`src/include/csf_pkg.sv`:
```
// Constants shared by the status flag block and its flag unit.
package csf_pkg;

  // Register bus geometry.
  localparam int CSF_ADDR_W = 4;
  localparam int CSF_DATA_W = 16;

  // Word offsets on the register port.
  localparam logic [3:0] CSF_OFS_STATUS = 4'h0;
  localparam logic [3:0] CSF_OFS_CORE_CTRL = 4'h1;
  localparam logic [3:0] CSF_OFS_INT_CTRL = 4'h2;

  // Field positions in cpu_status_word.
  localparam int CSF_BIT_SAT_A = 13;
  localparam int CSF_BIT_SAT_B = 12;
  localparam int CSF_BIT_SAT_ANY = 10;
  localparam int CSF_BIT_PRIO_HI = 7;
  localparam int CSF_BIT_PRIO_LO = 5;
  localparam int CSF_BIT_LOOP = 4;
  localparam int CSF_BIT_NEG = 3;
  localparam int CSF_BIT_OVF = 2;
  localparam int CSF_BIT_ZERO = 1;
  localparam int CSF_BIT_CARRY = 0;

  // Field positions in the control registers.
  localparam int CSF_BIT_PRIO_TOP = 3;
  localparam int CSF_BIT_NEST_DIS = 15;

  // Number of ALU flags and the level that masks user interrupts.
  localparam int CSF_NFLAGS = 4;
  localparam logic [2:0] CSF_PRIO_MASK_ALL = 3'h7;

  // Reset values.
  localparam logic [2:0] CSF_RST_PRIO_LOW = 3'h0;
  localparam logic CSF_RST_PRIO_TOP = 1'b0;
  localparam logic CSF_RST_NEST_DIS = 1'b0;
  localparam logic [3:0] CSF_RST_FLAGS = 4'h0;
  localparam logic CSF_RST_SAT = 1'b0;
  localparam logic CSF_RST_LOOP = 1'b0;
  localparam logic [15:0] CSF_RST_RDATA = 16'h0000;

endpackage

```
`src/include/csf_alu_if.sv`:
```
// Signals between the status block and its ALU flag unit.
`timescale 1ns/1ps
`default_nettype none
interface csf_alu_if;
  import csf_pkg::*;
  logic upd;
  logic [CSF_NFLAGS-1:0] aff;
  logic neg;
  logic ovf;
  logic zero;
  logic carry;
  logic z_chain;
  logic sw_we;
  logic [CSF_NFLAGS-1:0] sw_flags;
  logic [CSF_NFLAGS-1:0] flags;
  modport unit (
    input upd, aff, neg, ovf, zero, carry, z_chain, sw_we, sw_flags,
    output flags
  );
  modport core (
    output upd, aff, neg, ovf, zero, carry, z_chain, sw_we, sw_flags,
    input flags
  );
endinterface
`default_nettype wire

```
`src/hw/csf_alu_flags.sv`:
```
// ALU negative, overflow, zero and carry flags of the status word.
`timescale 1ns/1ps
`default_nettype none
module csf_alu_flags (
  input wire logic mclk_i,
  input wire logic sys_rst_i,
  csf_alu_if.unit alu
);
  import csf_pkg::*;

  logic [CSF_NFLAGS-1:0] flags_r;
  logic [CSF_NFLAGS-1:0] flags_nxt;
  logic [CSF_NFLAGS-1:0] result_v;
  logic z_new;

  ////////////////////////////////////////////////////////////////////////////
  // A chained operation may only clear zero, so a multi-word result reads
  // zero only when every word was zero.
  assign z_new = alu.z_chain ? (flags_r[CSF_BIT_ZERO] & alu.zero) : alu.zero;

  always_comb begin
    result_v = flags_r;
    result_v[CSF_BIT_NEG] = alu.neg;
    result_v[CSF_BIT_OVF] = alu.ovf;
    result_v[CSF_BIT_ZERO] = z_new;
    result_v[CSF_BIT_CARRY] = alu.carry;
  end

  // An instruction update wins over a software write in the same cycle for the flags in its affect mask.
  genvar gi;
  generate
    for (gi = 0; gi < CSF_NFLAGS; gi++) begin : g_flag
      assign flags_nxt[gi] = (alu.upd && alu.aff[gi]) ? result_v[gi] :
                             alu.sw_we ? alu.sw_flags[gi] :
                             flags_r[gi];
    end
  endgenerate

  always_ff @(posedge mclk_i) begin
    if (sys_rst_i) begin
      flags_r <= CSF_RST_FLAGS;
    end else begin
      flags_r <= flags_nxt;
    end
  end

  assign alu.flags = flags_r;
endmodule
`default_nettype wire

```
`src/hw/csf_cpu_status_flags.sv`:
```
// CPU status word bits 13 to 0 with priority and saturation control.
//
// How it works
// - Bits 7 to 5 give priority 0 to 7, and 7 masks user interrupts.
// - The core control bit joins above those bits to form a 4-bit level.
// - With the fourth priority bit set all user interrupts are masked.
// - Bits 7 to 5 ignore software writes while nesting is disabled; the fourth bit does not.
// - Bit 4 shows 1 while a repeat loop runs and 0 otherwise.
// - Bit 3 is set by a negative result, cleared by a non-negative one.
// - Bit 2 is set by a signed overflow that flips the sign, else cleared.
// - Bit 1 clears on a non-zero result; set, it means an earlier zero.
// - Bit 0 shows a carry out of the top result bit and doubles as borrow.
// - Writes load the saturation flags or clear them via the combined flag.
//
// The implementer's own choices: the register addresses and the address-and-strobe port.
`timescale 1ns/1ps
`default_nettype none
module csf_cpu_status_flags (
  input wire logic mclk_i,
  input wire logic sys_rst_i,
  input wire logic [csf_pkg::CSF_ADDR_W-1:0] reg_addr_i,
  input wire logic [csf_pkg::CSF_DATA_W-1:0] reg_wdata_i,
  input wire logic reg_we_i,
  input wire logic reg_re_i,
  output logic [csf_pkg::CSF_DATA_W-1:0] reg_rdata_o,
  input wire logic alu_upd_i,
  input wire logic [csf_pkg::CSF_NFLAGS-1:0] alu_affect_i,
  input wire logic alu_neg_i,
  input wire logic alu_ovf_i,
  input wire logic alu_zero_i,
  input wire logic alu_carry_i,
  input wire logic alu_z_chain_i,
  input wire logic loop_busy_i,
  input wire logic ipl_load_i,
  input wire logic [2:0] ipl_value_i,
  input wire logic sat_a_set_i,
  input wire logic sat_b_set_i,
  output logic [3:0] cpu_priority_o,
  output logic user_irq_masked_o,
  output logic loop_active_o,
  output logic [csf_pkg::CSF_NFLAGS-1:0] alu_flags_o,
  output logic acc_a_saturated_o,
  output logic acc_b_saturated_o,
  output logic combined_saturation_flag_o
);
  import csf_pkg::*;

  ////////////////////////////////////////////////////////////////////////////
  // Register decode.
  logic wr_status;
  logic wr_core_ctrl;
  logic wr_int_ctrl;

  assign wr_status = reg_we_i && (reg_addr_i == CSF_OFS_STATUS);
  assign wr_core_ctrl = reg_we_i && (reg_addr_i == CSF_OFS_CORE_CTRL);
  assign wr_int_ctrl = reg_we_i && (reg_addr_i == CSF_OFS_INT_CTRL);

  ////////////////////////////////////////////////////////////////////////////
  // Priority level and control bits.
  logic [2:0] priority_level_low_r;
  logic [2:0] priority_level_low_nxt;
  logic priority_level_top_r;
  logic priority_level_top_nxt;
  logic nesting_disable_r;
  logic nesting_disable_nxt;

  always_comb begin
    priority_level_low_nxt = priority_level_low_r;
    priority_level_top_nxt = priority_level_top_r;
    nesting_disable_nxt = nesting_disable_r;
    // The interrupt controller loads the level on entry and return and
    // must never lose to software, so its load takes priority.
    if (ipl_load_i) begin
      priority_level_low_nxt = ipl_value_i;
    end else if (wr_status && !nesting_disable_r) begin
      priority_level_low_nxt =
        reg_wdata_i[CSF_BIT_PRIO_HI:CSF_BIT_PRIO_LO];
    end
    if (wr_core_ctrl) begin
      priority_level_top_nxt = reg_wdata_i[CSF_BIT_PRIO_TOP];
    end
    if (wr_int_ctrl) begin
      nesting_disable_nxt = reg_wdata_i[CSF_BIT_NEST_DIS];
    end
  end

  always_ff @(posedge mclk_i) begin
    if (sys_rst_i) begin
      priority_level_low_r <= CSF_RST_PRIO_LOW;
      priority_level_top_r <= CSF_RST_PRIO_TOP;
      nesting_disable_r <= CSF_RST_NEST_DIS;
    end else begin
      priority_level_low_r <= priority_level_low_nxt;
      priority_level_top_r <= priority_level_top_nxt;
      nesting_disable_r <= nesting_disable_nxt;
    end
  end

  assign cpu_priority_o =
    {priority_level_top_r, priority_level_low_r};
  assign user_irq_masked_o = priority_level_top_r ||
    (priority_level_low_r == CSF_PRIO_MASK_ALL);

  ////////////////////////////////////////////////////////////////////////////
  // Repeat loop indication; the sequencer runs on this clock.
  logic loop_active_flag_r;
  logic loop_active_flag_nxt;

  always_comb begin
    loop_active_flag_nxt = loop_busy_i;
  end

  always_ff @(posedge mclk_i) begin
    if (sys_rst_i) begin
      loop_active_flag_r <= CSF_RST_LOOP;
    end else begin
      loop_active_flag_r <= loop_active_flag_nxt;
    end
  end

  assign loop_active_o = loop_active_flag_r;

  ////////////////////////////////////////////////////////////////////////////
  // Accumulator saturation flags.
  logic acc_a_saturated_r;
  logic acc_a_saturated_nxt;
  logic acc_b_saturated_r;
  logic acc_b_saturated_nxt;

  // A write with the combined flag at zero clears both flags; otherwise the
  // written bits land directly. A hardware set in the same cycle still wins,
  // which is why bit operations on these flags can lose a saturation event.
  always_comb begin
    acc_a_saturated_nxt = acc_a_saturated_r;
    acc_b_saturated_nxt = acc_b_saturated_r;
    if (wr_status) begin
      if (!reg_wdata_i[CSF_BIT_SAT_ANY]) begin
        acc_a_saturated_nxt = 1'b0;
        acc_b_saturated_nxt = 1'b0;
      end else begin
        acc_a_saturated_nxt = reg_wdata_i[CSF_BIT_SAT_A];
        acc_b_saturated_nxt = reg_wdata_i[CSF_BIT_SAT_B];
      end
    end
    if (sat_a_set_i) begin
      acc_a_saturated_nxt = 1'b1;
    end
    if (sat_b_set_i) begin
      acc_b_saturated_nxt = 1'b1;
    end
  end

  always_ff @(posedge mclk_i) begin
    if (sys_rst_i) begin
      acc_a_saturated_r <= CSF_RST_SAT;
      acc_b_saturated_r <= CSF_RST_SAT;
    end else begin
      acc_a_saturated_r <= acc_a_saturated_nxt;
      acc_b_saturated_r <= acc_b_saturated_nxt;
    end
  end

  assign acc_a_saturated_o = acc_a_saturated_r;
  assign acc_b_saturated_o = acc_b_saturated_r;
  assign combined_saturation_flag_o = acc_a_saturated_r | acc_b_saturated_r;

  ////////////////////////////////////////////////////////////////////////////
  // ALU flag unit.
  csf_alu_if alu_bus ();

  assign alu_bus.upd = alu_upd_i;
  assign alu_bus.aff = alu_affect_i;
  assign alu_bus.neg = alu_neg_i;
  assign alu_bus.ovf = alu_ovf_i;
  assign alu_bus.zero = alu_zero_i;
  assign alu_bus.carry = alu_carry_i;
  assign alu_bus.z_chain = alu_z_chain_i;
  assign alu_bus.sw_we = wr_status;
  assign alu_bus.sw_flags = reg_wdata_i[CSF_NFLAGS-1:0];

  csf_alu_flags u_flags (
    .mclk_i(mclk_i),
    .sys_rst_i(sys_rst_i),
    .alu(alu_bus.unit)
  );

  assign alu_flags_o = alu_bus.flags;

  ////////////////////////////////////////////////////////////////////////////
  // Read port: data stand for exactly the cycle after the strobe.
  logic [CSF_DATA_W-1:0] status_word;
  logic [CSF_DATA_W-1:0] rd_mux;
  logic [CSF_DATA_W-1:0] rdata_r;
  logic [CSF_DATA_W-1:0] rdata_nxt;

  always_comb begin
    status_word = '0;
    status_word[CSF_BIT_SAT_A] = acc_a_saturated_r;
    status_word[CSF_BIT_SAT_B] = acc_b_saturated_r;
    status_word[CSF_BIT_SAT_ANY] = acc_a_saturated_r | acc_b_saturated_r;
    status_word[CSF_BIT_PRIO_HI:CSF_BIT_PRIO_LO] = priority_level_low_r;
    status_word[CSF_BIT_LOOP] = loop_active_flag_r;
    status_word[CSF_NFLAGS-1:0] = alu_bus.flags;
  end

  always_comb begin
    rd_mux = '0;
    unique case (reg_addr_i)
      CSF_OFS_STATUS: begin
        rd_mux = status_word;
      end
      CSF_OFS_CORE_CTRL: begin
        rd_mux[CSF_BIT_PRIO_TOP] = priority_level_top_r;
      end
      CSF_OFS_INT_CTRL: begin
        rd_mux[CSF_BIT_NEST_DIS] = nesting_disable_r;
      end
      default: begin
        rd_mux = '0;
      end
    endcase
    rdata_nxt = reg_re_i ? rd_mux : CSF_RST_RDATA;
  end

  always_ff @(posedge mclk_i) begin
    if (sys_rst_i) begin
      rdata_r <= CSF_RST_RDATA;
    end else begin
      rdata_r <= rdata_nxt;
    end
  end

  assign reg_rdata_o = rdata_r;
endmodule
`default_nettype wire

```
`config.mk`:
```
export PLATFORM = sky130hd
export DESIGN_NAME = csf_cpu_status_flags
export DESIGN_NICKNAME = d
export VERILOG_FILES = /design/src/include/csf_pkg.sv /design/src/include/csf_alu_if.sv /design/src/hw/csf_alu_flags.sv /design/src/hw/csf_cpu_status_flags.sv
export SDC_FILE = /design/constraint.sdc
export NUM_CORES = 1
export LEC_CHECK = 0
export BUFFER_PORTS_ARGS = -buffer_cell sky130_fd_sc_hd__buf_2
export CORE_MARGIN = 2
export CORE_UTILIZATION = 40
export CTS_CLUSTER_DIAMETER = 80
export CTS_CLUSTER_SIZE = 30
export DETAILED_ROUTE_END_ITERATION = 8
export GPL_TIMING_DRIVEN = 0
export PLACE_DENSITY = 0.78
export SETUP_SLACK_MARGIN = 0.1
export SLEW_MARGIN = 25
export SYNTH_ARGS = -nofsm -noshare
export SYNTH_HDL_FRONTEND = slang
export SYNTH_HIERARCHICAL = 1
export SYNTH_SLANG_ARGS = --single-unit
```
`constraint.sdc`:
```
create_clock -name mclk_i -period 2.4 [get_ports mclk_i]
set_input_delay 0.36 -clock mclk_i [delete_from_list [all_inputs] [get_ports mclk_i]]
set_output_delay 0.36 -clock mclk_i [all_outputs]
set_load 0.02 [all_outputs]
```
Word-level counts from Yosys, hierarchy flattened

Index checks and enable logic that the tools add are counted.
Widths: inputs -> output; s select.

Bits in registers: 28
Input port bits: 41
Output and inout port bits: 29
Word-level logic and storage cells: 60

Eq/ne operators: 3
Muxes and demuxes: 18
Bitwise operators: 5
Reductions and logical operators: 21

Operator list:

| kind               | count |
|---|---|
| $mux 1             | 15 |
| $reduce_bool 2->1  | 7 |
| $logic_and 1x1->1  | 8 |
| $mux 3             | 2 |
| $reduce_or 3->1    | 2 |
| $eq 4x1->1 const B | 1 |
| $eq 4x2->1 const B | 1 |
| $logic_not 4->1    | 1 |
| $eq 3x3->1 const B | 1 |
| $not 1->1          | 3 |
| $pmux 1 s2         | 1 |
| $reduce_or 2->1    | 1 |
| $and 1x1->1        | 1 |
| $logic_not 1->1    | 1 |
| $logic_or 1x1->1   | 1 |
| $or 1x1->1         | 1 |

Depth between registers and ports, before layout

Depth in word-level cells: 5
Gate-level depth with buffers: 5
Mapped depth without buffers: 4

By module

The synthesis kept the hierarchy.

By module, submodules not included:

| module               | times used | cells an instance | area each (µm²) | seq. area each (µm²) |
|---|---|---|---|---|
| csf_cpu_status_flags | 1          | 80                | 804.5           | 400.4 |
| csf_alu_flags        | 1          | 21                | 211.5           | 80.1 |

Least setup slack after synthesis

Ideal clock, no wire load.

Path type: input -> register
From: in reg_addr_i[1] (netlist bit)
To: reg u_flags.flags_r[1] (netlist: u_flags/alu.flags[1])
Library setup time: 0.117 ns
Arrival time: 1.694 ns
Data required time: 2.283 ns
Path slack: 0.589 ns
Stages: 4
Buffers on the path: 0
Path through: or3b_2 > nor2_1 > mux2_1 > a32o_1

Longest elaborated chain between the ends: 3

Ends and longest elaborated chain:

| what                        | line                       | RTL |
|---|---|---|
| from (decl)                 | csf_cpu_status_flags.sv:21 | `input wire logic [csf_pkg::CSF_ADDR_W-1:0] reg_addr_i,` |
| $logic_not 4->1             | csf_cpu_status_flags.sv:54 | `assign wr_status = reg_we_i && (reg_addr_i == CSF_OFS_STATUS);` |
| $logic_and 1x1->1           | csf_cpu_status_flags.sv:54 |  |
| net alu_bus.sw_we           | csf_alu_if.sv:13           | `logic sw_we;` |
| $reduce_bool 2->1 (no line) | n/a                        |  |
| to (signal assigned)        | csf_alu_flags.sv:43        | `flags_r <= flags_nxt;` |
| to (decl)                   | csf_alu_flags.sv:11        | `logic [CSF_NFLAGS-1:0] flags_r;` |

The timed path passes the listed nets, and every way through them passes these cells.
A chain may end at the register's enable or synchronous reset.

Final worst setup path

Ends and elaborated chain as after synthesis.

==> flow_metrics.tcl <==
set metrics [dict create \
    status "finished, final reports clean" \
    drt_iter0_markers 4 \
    startpoint_type "input port" \
    die_w_um 54.40 \
    yosys.area_share.simple 0.2401 \
    rsz0062_at_grt "false" \
    worstReg2RegEnd "priority_level_low_r[1]$_SDFFE_PP0P_" \
    yosysTopAreaCellShare 0.4729 \
    synthAdderAreaFrac 0 \
    clock_latency_ns 0.31 \
    drive_gt1_frac 0.4524 \
    vias_per_cell 4.899 \
    cts_buffers 3 \
    routedWlPerCell_um 11.68 \
    required_ns 2.62 \
    cts-root-buf "clkbuf_4" \
    grt_pass1_vias 825 \
    setup_tns_ns 0 \
    synth.distinct_cells 36 \
    ant_nets 0 \
    grt_max_degree 15 \
    setup_viol 0 \
    hold_violations 0 \
    start_util 0.4177 \
    synth_xor_area_frac 0 \
    ctsHoldBuffers 0 \
    period_share 0.7439 \
    critPathMaxFanout 7 \
    area_growth_pct 39.53 \
    reg2reg_from "nesting_disable_r$_SDFFE_PP0P_" \
    htree_levels 1 \
    yosys-top-cells-area "dfxtp_1 (47%), and2_1 (6.2%), mux2i_1 (3.9%)" \
    path_class "in2reg" \
    wl_um 2313 \
    tritoncts "built" \
    gp_congestion 0.7492 \
    power_density_nw_per_um2 587.4 \
    die_h_um 54.40 \
    syn_avg_cell_area_um2 10.06 \
    dp_hpwl_um 1857 \
    final-max-slew-violation-count 0 \
    synth_edf_count 0 \
    diodes 0 \
    synth_compound_gate_area_share 0.1663 \
    fin_nets 210 \
    cap_violations 0 \
    ff_latch_area_um2 480.5 \
    synth_top_family_by_area "simple AND/OR/NAND/NOR gates" \
    io_pins 70 \
    rr_worst_depth 3 \
    synth_flop_cell "dfxtp_1" \
    drc 0 \
    yosys_register_bits 24 \
    die_area_um2 2959 \
    fill_cells 236 \
    syn_inst 101 \
    clock_sinks 24 \
    clk_pin_slew_ns 0.13 \
    hold_class "in2reg" \
    track_usage 0.1618 \
    worstSetupEndpointType "register" \
    antenna_found_initial 0 \
    cts_resized 0 \
    rows 18 \
    crit_arrival_ns 2.01 \
    multi_input_area_um2 479.2 \
    whs_path_depth 2 \
    vias 970 \
    gr-total-overflow 0 \
    mappedNetlistArea_um2 1016 \
    hold_end "loop_active_o$_SDFF_PP0_" \
    drt-pass1-iter-count 4 \
    fin_skew_ns 0.006732 \
    ir_worst_vdd_uv 310.6 \
    postCtsSetupBuffers 0 \
    p_leak_uw 0.0007059 \
    seq_area_frac_synth 0.4729 \
    fmax_ghz 0.5601 \
    cts_buffer_depth 2 \
    synth-async-reset-ratio 0 \
    r2r_setup_slack_ns 1.17 \
    yosysWarnings 6 \
    design.core.area_um2 2432 \
    grt_pass1_wl_um 3463 \
    synth_mux_area_frac 0.05049 \
    min_from "loop_busy_i" \
    finalPower_uw 832.7 \
    layout_min_cycle_time_ns 1.785 \
    port_buffers 60 \
    yosysTopAreaCell "dfxtp_1" \
]
==> metal layers <==
metal | part of all wire | global-route usage | vias up
met5 | 0 | 0 | -
met4 | 0.0091 | 0.07500 | 0
met3 | 0.081 | 0.02732 | 2
met2 | 0.47 | 0.2691 | 39
met1 | 0.44 | 0.2027 | 438
li1 | - | - | 491
==> cell families (layout without fill, tap and decap cells) <==
| logic type | count (synthesis) | count (layout) |
|---|---|---|
| compound gates | 25 | 25 |
| buf+inv | 11 | 75 |
| flops | 24 | 24 |
| mux | 5 | 5 |
| other cells | 1 | 4 |
| simple gates | 35 | 35 |
==> Yosys cell counts (2+ instances only) <==
| cell type | n |
|---|---|
| a211oi_1 | 3 |
| a21oi_1 | 5 |
| a221oi_1 | 3 |
| a31oi_1 | 3 |
| a41oi_1 | 2 |
| and2_1 | 10 |
| and3b_1 | 4 |
| buf_4 | 5 |
| dfxtp_1 | 24 |
| inv_1 | 4 |
| mux2i_1 | 4 |
| nand2_1 | 4 |
| nand2b_1 | 2 |
| nor2_1 | 2 |
| o21ai_0 | 5 |
==> stage by stage <==
step / utilization / hold slack (ns) / worst slack, ns / instance area [um2] / instances
2_1_floorplan: - / 0.4328 / 0.5886 / 1027 / 104
3_3_place_gp: 0.5612 / 0.4354 / 0.3063 / 1365 / 194
3_5_place_dp: 0.5612 / 0.4471 / 0.2491 / 1365 / 194
4_1_cts: 0.5828 / 0.2353 / 0.6145 / 1418 / 198
5_1_grt: 0.5828 / 0.2418 / 0.5544 / 1418 / 198
6_report: 0.5828 / 0.2413 / 0.6147 / 1418 / 198
==> worst max path at each step <==
stage / start / end / slack, ns / cells past startpoint
2_1_floorplan: reg_addr_i[1] / u_flags/alu.flags[1]$_SDFFE_PP0P_ / 0.59 / 4
3_3_place_gp: reg_addr_i[1] / u_flags/alu.flags[1]$_SDFFE_PP0P_ / 0.31 / 5
3_5_place_dp: reg_addr_i[1] / u_flags/alu.flags[1]$_SDFFE_PP0P_ / 0.25 / 5
4_1_cts: reg_addr_i[1] / u_flags/alu.flags[1]$_SDFFE_PP0P_ / 0.61 / 5
5_1_grt: reg_addr_i[1] / u_flags/alu.flags[1]$_SDFFE_PP0P_ / 0.55 / 5
6_report: reg_addr_i[1] / u_flags/alu.flags[1]$_SDFFE_PP0P_ / 0.61 / 5
==> cells in the final DEF, fill, tap and decap left out, types with 2 or more instances in the layout <==
cell,instances
buf_2,60
dfxtp_1,24
and2_1,10
o21ai_0,5
a21oi_1,5
buf_4,5
inv_1,4
nand2_1,4
mux2i_1,4
conb_1,4
and3b_1,4
a31oi_1,3
a221oi_1,3
clkbuf_4,3
a211oi_1,3
nor2_1,2
nand2b_1,2
a41oi_1,2
==> where the power goes <==
group	total (uW)	switching [uW]	internal, uW
combinational	124	67.5	56.4
sequential	420	9.33	411
clock	289	120	169
total	833	197	636
==> area by class of cell <==
| type | instances | share of cell area |
|---|---|---|
| inverter | 4 | 0.01059 |
| timing repair buffer | 60 | 0.2118 |
| sequential | 24 | 0.3389 |
| clock buffer | 3 | 0.01589 |
| buffer | 7 | 0.03707 |
| clock inverter | 1 | 0.02118 |
| multi-input combinational | 69 | 0.3380 |
| tap | 30 | 0.02648 |
==> flip-flops by register name, summed over array words and instances, names as in the netlist <==
| signal | count |
|---|---|
| acc_b_saturated_o | 1 |
| acc_a_saturated_o | 1 |
| nesting_disable_r | 1 |
| loop_active_o | 1 |
| reg_rdata_o | 12 |
| u_flags/alu.flags | 4 |
| priority_level_low_r | 3 |
| priority_level_top_r | 1 |
==> critical path: stages <==
cell and delay [ns]:
buf_2 0.15, or3b_2 0.55, nor2_1 0.38, mux2_1 0.37, a32o_1 0.21
Power figures use the tool's default switching activity.
